File: config.mk
export PLATFORM = sky130hd
export DESIGN_NAME = rxqpt_regs
export DESIGN_NICKNAME = d
export VERILOG_FILES = /design/src/verilog/rxqpt_pkg.sv /design/src/verilog/rxqpt_regs.sv
export SDC_FILE = /design/constraint.sdc
export NUM_CORES = 1
export LEC_CHECK = 0
export ABC_AREA = 1
export BUFFER_PORTS_ARGS = -buffer_cell sky130_fd_sc_hd__buf_2
export CAP_MARGIN = 5
export CORE_ASPECT_RATIO = 1.1
export CORE_MARGIN = 1.5
export CORE_UTILIZATION = 35
export DETAILED_ROUTE_END_ITERATION = 6
export PLACE_DENSITY_LB_ADDON = 0.15
export SLEW_MARGIN = 20
export SYNTH_ARGS = -nofsm -noshare
export SYNTH_HDL_FRONTEND = slang
export SYNTH_SLANG_ARGS = --single-unit
export TNS_END_PERCENT = 50
File: constraint.sdc
create_clock -name core_clk -period 6.1 [get_ports core_clk]
set_input_delay 1.22 -clock core_clk [delete_from_list [all_inputs] [get_ports core_clk]]
set_output_delay 1.22 -clock core_clk [all_outputs]
set_load 0.005 [all_outputs]
File: src/verilog/rxqpt_pkg.sv
/*
  package for the receive queue pointer and threshold register block:
  register offsets, field positions, reset values, timing constants.
  assumes a 16-bit register port with byte offsets as printed.
*/
package rxqpt_pkg;
  // register byte offsets
  localparam logic [8:0] RXQPT_OFS_PTR = 9'h186;
  localparam logic [8:0] RXQPT_OFS_DUR = 9'h18C;
  localparam logic [8:0] RXQPT_OFS_BYTES = 9'h18E;
  // field positions in the pointer control register
  localparam int RXQPT_AUTO_BIT = 14;
  localparam int RXQPT_WST_BIT = 12;
  localparam int RXQPT_ORDER_BIT = 11;
  localparam int RXQPT_PTR_W = 11;
  // receive queue control enable positions
  localparam int RXQPT_QC_DUR_EN = 7;
  localparam int RXQPT_QC_BYTE_EN = 6;
  // reset values and duration maximum
  localparam logic RXQPT_WST_RST = 1'b1;
  localparam logic [15:0] RXQPT_THR_RST = 16'h0000;
  localparam logic [10:0] RXQPT_PTR_RST = 11'h000;
  localparam logic [15:0] RXQPT_DUR_MAX = 16'hCFFF;
  // microsecond tick from the system clock
  localparam int RXQPT_CLK_MHZ = 25;
  localparam int RXQPT_TICK_NS = 1000;
  localparam int RXQPT_CLK_NS = 40;
  localparam int RXQPT_TICK_CYC = RXQPT_TICK_NS / RXQPT_CLK_NS;
  // data access sizes
  typedef enum logic [1:0] {
    RXQPT_SZ_BYTE,
    RXQPT_SZ_WORD,
    RXQPT_SZ_DWORD
  } rxqpt_size_t;
  // one host register access
  typedef struct packed {
    logic wr;
    logic rd;
    logic [8:0] addr;
    logic [15:0] wdata;
  } rxqpt_reg_req_t;
  // one access to the frame data register
  typedef struct packed {
    logic valid;
    rxqpt_size_t size;
  } rxqpt_data_acc_t;
endpackage : rxqpt_pkg

File: src/verilog/rxqpt_regs.sv
/*
  receive queue pointer, auto-increment, sample time, byte order and
  the two receive interrupt thresholds (duration, byte count).
  assumes a host interface decoder ahead of it that presents single
  cycle register strobes and data register access pulses.
*/
`timescale 1ns/1ps
module rxqpt_regs
  import rxqpt_pkg::*;
(
  input wire logic core_clk,
  input wire logic rst,
  input wire rxqpt_reg_req_t reg_req, // register access strobe
  output logic [15:0] reg_rdata, // read data, registered
  input wire rxqpt_data_acc_t data_acc, // frame data register access
  input wire logic byte_order_strap, // strap level at reset
  input wire logic [15:0] receive_queue_control, // queue control reg
  input wire logic [15:0] rx_bytes_held, // bytes in receive queue
  input wire logic [15:0] rx_frames_held, // frames in receive queue
  input wire logic rx_flag_clear, // host write-one to status bit
  output logic [10:0] rx_buffer_pointer, // buffer byte address
  output logic write_sample_time_select, // write data sample time
  output logic byte_order_select, // 1 big endian
  output logic rx_event_flag // receive interrupt status
);

  logic rx_pointer_auto_step; // auto-step enable
  logic [15:0] rx_duration_limit; // duration threshold, microseconds
  logic [15:0] rx_byte_limit; // byte count threshold
  logic strap_taken; // strap captured after reset release
  logic [4:0] tick_cnt; // microsecond prescaler
  logic us_tick; // one-cycle microsecond enable
  logic [16:0] dur_cnt; // elapsed microseconds since first frame
  logic dur_run; // timer running
  logic dur_hit; // duration over limit
  logic byte_hit; // bytes over limit
  logic hit_any; // either threshold source
  logic hit_prev; // previous source level for edge set
  logic wr_ptr; // write to pointer control
  logic [10:0] next_pointer; // pointer after an access

  // step size of one data register access
  function automatic logic [10:0] rxqpt_step(input rxqpt_size_t sz);
    case (sz)
      RXQPT_SZ_WORD: rxqpt_step = 11'h002;
      RXQPT_SZ_DWORD: rxqpt_step = 11'h004;
      default: rxqpt_step = 11'h001;
    endcase
  endfunction : rxqpt_step

  assign wr_ptr = reg_req.wr && (reg_req.addr == RXQPT_OFS_PTR);

  // pointer next value
  always_comb begin
    next_pointer = rx_buffer_pointer;
    if (wr_ptr) begin
      // host positions the pointer directly
      next_pointer = reg_req.wdata[RXQPT_PTR_W-1:0];
    end else if (data_acc.valid && rx_pointer_auto_step) begin
      next_pointer = 11'(rx_buffer_pointer +
                         rxqpt_step(data_acc.size));
    end
    // with auto-step off a data access keeps the pointer
  end

  // pointer register, wraps within the 2 KB buffer
  always_ff @(posedge core_clk or posedge rst) begin
    if (rst) begin
      rx_buffer_pointer <= RXQPT_PTR_RST;
    end else begin
      rx_buffer_pointer <= next_pointer;
    end
  end

  // control bits of the pointer register
  always_ff @(posedge core_clk or posedge rst) begin
    if (rst) begin
      rx_pointer_auto_step <= 1'b0;
      write_sample_time_select <= RXQPT_WST_RST;
    end else if (wr_ptr) begin
      rx_pointer_auto_step <= reg_req.wdata[RXQPT_AUTO_BIT];
      write_sample_time_select <= reg_req.wdata[RXQPT_WST_BIT];
    end
  end

  // byte order caught from the strap on the first clock after reset
  always_ff @(posedge core_clk or posedge rst) begin
    if (rst) begin
      strap_taken <= 1'b0;
      byte_order_select <= 1'b0;
    end else if (!strap_taken) begin
      strap_taken <= 1'b1;
      byte_order_select <= byte_order_strap;
    end else if (wr_ptr) begin
      // host is expected to write back the strapped value
      byte_order_select <= reg_req.wdata[RXQPT_ORDER_BIT];
    end
  end

  // threshold registers
  always_ff @(posedge core_clk or posedge rst) begin
    if (rst) begin
      rx_duration_limit <= RXQPT_THR_RST;
      rx_byte_limit <= RXQPT_THR_RST;
    end else if (reg_req.wr) begin
      if (reg_req.addr == RXQPT_OFS_DUR) begin
        rx_duration_limit <= reg_req.wdata;
      end else if (reg_req.addr == RXQPT_OFS_BYTES) begin
        rx_byte_limit <= reg_req.wdata;
      end
    end
  end

  // register read mux, reserved bits read zero
  always_ff @(posedge core_clk or posedge rst) begin
    if (rst) begin
      reg_rdata <= 16'h0000;
    end else if (reg_req.rd) begin
      if (reg_req.addr == RXQPT_OFS_PTR) begin
        reg_rdata <= {1'b0, rx_pointer_auto_step, 1'b0,
                      write_sample_time_select, byte_order_select,
                      rx_buffer_pointer};
      end else if (reg_req.addr == RXQPT_OFS_DUR) begin
        reg_rdata <= rx_duration_limit;
      end else if (reg_req.addr == RXQPT_OFS_BYTES) begin
        reg_rdata <= rx_byte_limit;
      end else begin
        reg_rdata <= 16'h0000; // unmapped reads zero
      end
    end
  end

  // microsecond tick prescaler, free running
  always_ff @(posedge core_clk or posedge rst) begin
    if (rst) begin
      tick_cnt <= 5'h00;
    end else if (tick_cnt == 5'(RXQPT_TICK_CYC - 1)) begin
      tick_cnt <= 5'h00;
    end else begin
      tick_cnt <= tick_cnt + 5'h01;
    end
  end
  assign us_tick = (tick_cnt == 5'(RXQPT_TICK_CYC - 1));

  // duration timer: starts on first frame, clears when queue empties
  always_ff @(posedge core_clk or posedge rst) begin
    if (rst) begin
      dur_run <= 1'b0;
      dur_cnt <= 17'h00000;
    end else if (rx_frames_held == 16'h0000) begin
      dur_run <= 1'b0;
      dur_cnt <= 17'h00000;
    end else begin
      dur_run <= 1'b1;
      if (dur_run && us_tick && !dur_cnt[16]) begin
        dur_cnt <= dur_cnt + 17'h00001;
      end
    end
  end

  assign dur_hit = receive_queue_control[RXQPT_QC_DUR_EN] && dur_run &&
                   (dur_cnt > {1'b0, rx_duration_limit});
  assign byte_hit = receive_queue_control[RXQPT_QC_BYTE_EN] &&
                    (rx_bytes_held > rx_byte_limit);
  assign hit_any = dur_hit || byte_hit;

  // edge-set receive flag; a new edge wins over a clear
  always_ff @(posedge core_clk or posedge rst) begin
    if (rst) begin
      hit_prev <= 1'b0;
      rx_event_flag <= 1'b0;
    end else begin
      hit_prev <= hit_any;
      if (hit_any && !hit_prev) begin
        rx_event_flag <= 1'b1;
      end else if (rx_flag_clear) begin
        rx_event_flag <= 1'b0;
      end
    end
  end
endmodule : rxqpt_regs

==> results of run 1 <==
[sequential cells by signal (all words and copies together) (netlist names)]
| signal | flops |
|---|---|
| rx_duration_limit | 16 |
| strap_taken | 1 |
| rx_byte_limit | 16 |
| dur_cnt | 17 |
| rx_pointer_auto_step | 1 |
| write_sample_time_select | 1 |
| reg_rdata | 16 |
| hit_prev | 1 |
| byte_order_select | 1 |
| rx_event_flag | 1 |
| dur_run | 1 |
| rx_buffer_pointer | 11 |
| tick_cnt | 5 |
[cell usage after synthesis, types with 8 or more instances]
cell | instances | area share
dfrtp_1 | 87 | 0.40
nor2_1 | 86 | 0.060
nand4_1 | 19 | 0.022
nand3_1 | 35 | 0.032
ha_1 | 40 | 0.093
o21ai_2 | 16 | 0.026
a21oi_1 | 22 | 0.020
o21ai_0 | 44 | 0.041
o22ai_1 | 9 | 0.010
nand2_1 | 168 | 0.12
inv_1 | 116 | 0.081
o211ai_1 | 8 | 0.011
[where the power goes]
group	internal, µW	total (µW)	switching, µW
Sequential	605	622	16.7
Clock	370	613	242
Combinational	66.3	167	100
[final cells by class]
| type | count | area share |
|---|---|---|
| multi-input combinational | 490 | 0.416 |
| clock buffer | 11 | 0.0380 |
| clock inverter | 5 | 0.0127 |
| inverter | 121 | 0.0718 |
| tap | 196 | 0.0384 |
| timing repair buffer | 98 | 0.0773 |
| sequential | 88 | 0.345 |
[worst paths after layout]
check                                                 to  cells after the start
max in group asynchronous       write_sample_time_select                      3
worst min register to register             rx_event_flag                      2
min in group asynchronous                  reg_rdata[13]                      2
worst min-delay path                       rx_event_flag                      2
worst max register to register     rx_buffer_pointer[10]                     12
worst max-delay path                rx_buffer_pointer[2]                     11
[worst reg2reg max path, cell delays in order (launching register included)]
cell,delay [ps]
dfrtp_1,360
ha_1,180
inv_1,60
fa_1,350
inv_1,100
nand2_1,50
nand2_1,90
and2_1,190
nand3_1,180
o21ai_0,190
nand3_1,90
nand2_1,90
nand2_1,40
[per-layer routing]
metal / vias to the layer above / part of all wire
met4: 0 / 0.019
li1: 2485 / -
met5: - / 0
met3: 24 / 0.041
met1: 2320 / 0.46
met2: 116 / 0.48
[kinds of logic (layout without fill, tap and decap cells)]
group / after synthesis / after routing / synth area share
XOR/XNOR: 4 / 4 / 0.00648
buffers and inverters: 135 / 235 / 0.101
AND/OR/NAND/NOR: 332 / 332 / 0.265
flip-flops: 88 / 88 / 0.408
adder cells (fa/ha/maj): 41 / 41 / 0.0963
other: 1 / 1 / 0.000694
AO/OA/AOI/OAI: 112 / 112 / 0.123
[per-stage QoR]
stage / instance area [µm²] / setup slack, ps / total power, µW / hold WS, ps / util
4_1_cts: 6380 / 2910 / 1410 / 476 / 0.424
2_1_floorplan: 5410 / 2600 / 727 / 437 / -
6_report: 6380 / 2850 / 1400 / 472 / 0.424
3_3_place_gp: 6060 / 2580 / 793 / 461 / 0.402
3_5_place_dp: 6060 / 2530 / 801 / 460 / 0.402
5_1_grt: 6380 / 2630 / 1460 / 500 / 0.424
[cell usage in the layout, fill, tap and decap left out, drive strengths merged, types with 11 or more instances in the layout]
cell type | netlist | final
nor2 | 87 | 87
nand4 | 19 | 19
ha | 40 | 40
dfrtp | 87 | 87
inv | 119 | 119
nand2 | 173 | 173
a21oi | 22 | 22
clkbuf | 4 | 11
buf | 10 | 98
nand3 | 36 | 36
o21ai | 66 | 66
==> summary.md, run 1 <==
| Metric | Value |
|---|---|
| GR Util met2 | 0.320 |
| Routed WL | 14,900 µm |
| Die Y-Extent | 133 µm |
| ANT nets after route | 0 |
| CTS tree | built |
| Worst vdd ir | 0.130 mV |
| H-tree depth | 3 |
| # setup viols final | 0 |
| Post CTS Setup Buffer Count | 0 |
| Die area | between 0.015 and 0.02 mm² |
| Multi-input gate area | around 0.0027 mm² |
| Max cap viols | 0 |
| FF-to-FF Start | rx_buffer_pointer[0] |
| Slowest CP cell | nand3_1 |
| Port Buf Inserts | just under 100 |
| Crit Path Class | primary input to flop |
| Core area | approximately 0.015 mm² |
| Slew @ Worst Pin | roughly 910 ps |
| CP Cell Sequence | buf_2, nor2_1, nand3_1, inv_2, nand3_1, inv_2, nand2_2, nand2_2, inv_1, nand2_1, o211ai_1 |
| Synth cell types | 41 |
| Async set-reset flop share out of synthesis | 1.00 |
| Chip Width | ~120 µm |
| Crit path buf inv count | 4 |
| Placed Cells incl. Taps | approximately 990 |
| Crit path max-delay family | simple AND/OR/NAND/NOR gates |
| WL per Instance | 14.7 µm |
| Global placement routability congestion | ~0.86 |
| Post-synth EDFFs | 0 |
| Sequential-to-total area share from yosys stat | 0.408 |
| WP data required | about 6300 ps |
| Crit path DAT | roughly 3500 ps |
| Outcome | completed |
| CTS Sinks | slightly below 90 |
| Register bit total from synthesis | 88 |
| Setup TNS | 0 ps |
| Avg Inst Size Synth | between 7 and 8 µm² |
| Total CTS buffers | 9 |
| Minimum clock period | around 3200 ps |
| Synth Warn # | 0 |
| Startpoint type of the worst setup path | primary input |
| ANT cells | 0 |
| RSZ-0062 raised after global routing | false |
| Slew headroom | 0.394 |
| Largest net degree at the start of global routing | 58 |
| Slowest stage delay, CP | around 420 ps |
| Synthesized area | between 0.005 and 0.006 mm² |
| Post-Synthesis Net Count | about 840 |
| Boundary Pins | about 110 |
| Total GRT Usage | 0.192 |
| Initial antenna violation count | 0 |
| Initial drt markers | ~320 |
| Min-delay worst type | flop to flop |
| Routed vias/inst | slightly below 5 |
| Root Buffer | clkbuf_16 |
| Via count | between 4,000 and 5,000 |
| # DRC | 0 |
| Met1 Usage GRT | 0.250 |
| Power Dens Cells | between 200 and 250 mW/mm² |
| Worst setup path start | reg_req[21] |
| GR Util met3 | 0.0381 |
| Core Rows | 47 |
| Post-DP HPWL | roughly 11,000 µm |
| Hold Startpoint | rx_event_flag |
| Vias in the first global route | 4,938 |
| Worst skew pair latency | about 350 ps |
| Critical path fanouts, max | 25 |
| Final Cycle Share | 0.533 |
| Gr busiest metal | met2 |
| Mapped Cells | 713 |
| Layout cells sized above 1 | 0.182 |
| Leak Pwr | between 0.003 and 0.004 µW |
| Layout Skew | around 7.3 ps |
| Crit. End Element | flop |
| Clk pin slew, worst setup/hold paths | approximately 60 ps |
| Register area | about 0.0022 mm² |
| Flop-to-flop setup slack | between 4000 and 5000 ps |
| Drt first pass iters | 5 |
| Final nets | around 930 |
| Post-synth top flop | dfrtp_1 |
| Number of fill cells | 1,587 |
| Final Hold Fails | 0 |
| Slew Limit Fails | 0 |
| Post_cts resized | 0 |
| Area Growth Syn to Fin | 18.1% |
| Max Fclk | just over 300 MHz |
| Fin cells | between 1,000 and 1,500 |
| Gr ovfl total | 0 |
| First-pass GRT wire length | 24,200 µm |
| CTS Hold Bufs | 0 |
| Max Buffers Root-to-Sink | 2 |
| Starting density of the core | 0.359 |
Note: power is estimated with default switching activity, not from simulation.
==> run 2, diff against run 1 <==
==> constraint.sdc (replaced) <==
create_clock -name core_clk -period 2.6 [get_ports core_clk]
set_input_delay 0.52 -clock core_clk [delete_from_list [all_inputs] [get_ports core_clk]]
set_output_delay 0.52 -clock core_clk [all_outputs]
set_load 0.005 [all_outputs]
==> run 2 against run 1 <==
Against the previous run: die area stayed put; combinational power is 130% higher; largest cell class unchanged; sequential power is 130% higher; worst hold slack worse by 290 ps; cell count is 0.50% higher; first-iteration DRC count is 2.2% lower; via count is 1.4% lower; clock-buffer cell count stayed put; design area is 0.59% higher; sequential cell count stayed put; critical path type unchanged; sequential share of layout area is 0.20 points lower.
==> summary.md, run 2 (same netlist as run 1, synthesis figures left out) <==
| Metric | Value |
|---|---|
| Slew headroom | 0.597 |
| Final Cycle Share | 0.841 |
| Total CTS buffers | 9 |
| Die Y-Extent | approximately 130 µm |
| Initial drt markers | about 310 |
| Biggest register | dur_cnt |
| Final nets | 938 |
| Max Buffers Root-to-Sink | 2 |
| Via count | ~4,900 |
| Crit path DAT | between 2000 and 2500 ps |
| Post-DP HPWL | approximately 11,000 µm |
| Max Fclk | between 400 and 500 MHz |
| # setup viols final | 0 |
| Drt first pass iters | 5 |
| Die area | roughly 0.016 mm² |
| WP data required | between 2000 and 3000 ps |
| Global placement routability congestion | ~0.86 |
| Critical path fanouts, max | 3 |
| Minimum clock period | approximately 2200 ps |
| Placed inst area | 0.00612 mm² |
| # DRC | 0 |
| Port Buf Inserts | just under 100 |
| Core Rows | 47 |
| CTS Hold Bufs | 0 |
| Max cap viols | 0 |
| Outcome | completed |
| CTS tree | built |
| Crit Path Class | primary input to flop |
| Layout cells sized above 1 | 0.188 |
| Vias in the first global route | approximately 4,700 |
| Gr ovfl total | 0 |
| Startpoint type of the worst setup path | primary input |
| Core area | about 0.015 mm² |
| Routed WL | 14,200 µm |
| Final instance area | 0.00642 mm² |
| Leak Pwr | ~0.0033 µW |
| Power Dens Cells | 495 mW/mm² |
| Register area | 0.00220 mm² |
| Hold Worst Slack | approximately 190 ps |
| Post_cts resized | 0 |
| ANT cells | 0 |
| Chip Width | 121 µm |
| CTS Sinks | between 80 and 90 |
| Post CTS Setup Buffer Count | 0 |
| Slew Limit Fails | 0 |
| Place WS | 77.3 ps |
| Clk pin slew, worst setup/hold paths | roughly 60 ps |
| Total GRT Usage | 0.185 |
| Commonest non-fill, non-tap cell in the layout | nand2_1 |
| Number of fill cells | ~1,600 |
| H-tree depth | 3 |
| Layout Skew | between 5 and 6 ps |
| Crit. End Element | flop |
| Root Buffer | clkbuf_16 |
| Setup TNS | 0 ps |
| RSZ-0062 raised after global routing | false |
| Slew @ Worst Pin | roughly 600 ps |
| Worst vdd ir | roughly 0.30 mV |
| Most frequent cells in the layout | nand2_1 (168), inv_1 (115), buf_2 (97) |
| Fin cells | around 1,000 |
| Multi-input gate area | between 0.002 and 0.003 mm² |
| Boundary Pins | between 100 and 150 |
| ANT nets after route | 0 |
| Initial antenna violation count | 0 |
| Area Growth Syn to Fin | 18.8% |
| Starting density of the core | 0.359 |
| Worst skew pair latency | 350 ps |
| Placed Cells incl. Taps | roughly 1,000 |
| Routed vias/inst | about 4.8 |
| Largest net degree at the start of global routing | 47 |
| Max reg flops | 17 |
| Min-delay worst type | primary input to asynchronous set/reset pin |
| Worst setup margin | 413 ps |
| WL per Instance | around 14 µm |
| First-pass GRT wire length | approximately 23,000 µm |
| Final Hold Fails | 0 |
run 2: critical path, stage by stage:
cell     delay, ps
buf_2           90
inv_1           40
ha_1           270
ha_1           160
inv_1           60
fa_1           350
inv_1          100
nand2_1         60
nand2_1         80
and2_1         150
nand3_1        150
o21ai_0        190
nand3_1         90
nand2_1         70
nand2_1         40
run 2: final cells by class:
cell class | count | area share
multi-input combinational | 490 | 0.414
sequential | 88 | 0.343
timing repair buffer | 105 | 0.0869
inverter | 121 | 0.0715
clock buffer | 11 | 0.0394
tap | 196 | 0.0382
clock inverter | 3 | 0.00663
run 2: where the power goes:
| part | switching, µW | internal (µW) | leakage, µW |
|---|---|---|---|
| logic | 231 | 159 | 0.00204 |
| registers | 40.5 | 1420 | 0.00116 |
| clock network | 541 | 785 | 0.000143 |
run 2: per-stage QoR:
step	utilization	total power (µW)
final	0.426	3180
after global routing	0.426	3330
after CTS	0.426	3210
after detailed placement	0.407	1880
after global placement	0.407	1870
after floorplan	-	1710
run 2: metal layers:
metal | GRT usage | vias up | routed length, µm
met5 | 0 | - | 0
met2 | 0.303 | 104 | 6750
li1 | - | 2488 | -
met3 | 0.0261 | 15 | 550
met4 | 0.0582 | 0 | 223
met1 | 0.253 | 2270 | 6730
run 2: path summary, 6_finish.rpt:
check,startpoint,end,slack (ps),cells past startpoint
max in group asynchronous,rst,write_sample_time_select,1700,3
setup / recovery,data_acc[0],rx_buffer_pointer[10],410,15
setup reg to reg,rx_buffer_pointer[0],rx_buffer_pointer[10],580,12
min in group core_clk,rx_flag_clear,rx_event_flag,400,4
hold reg to reg,strap_taken,byte_order_select,460,1
hold / removal,rst,tick_cnt[2],190,2
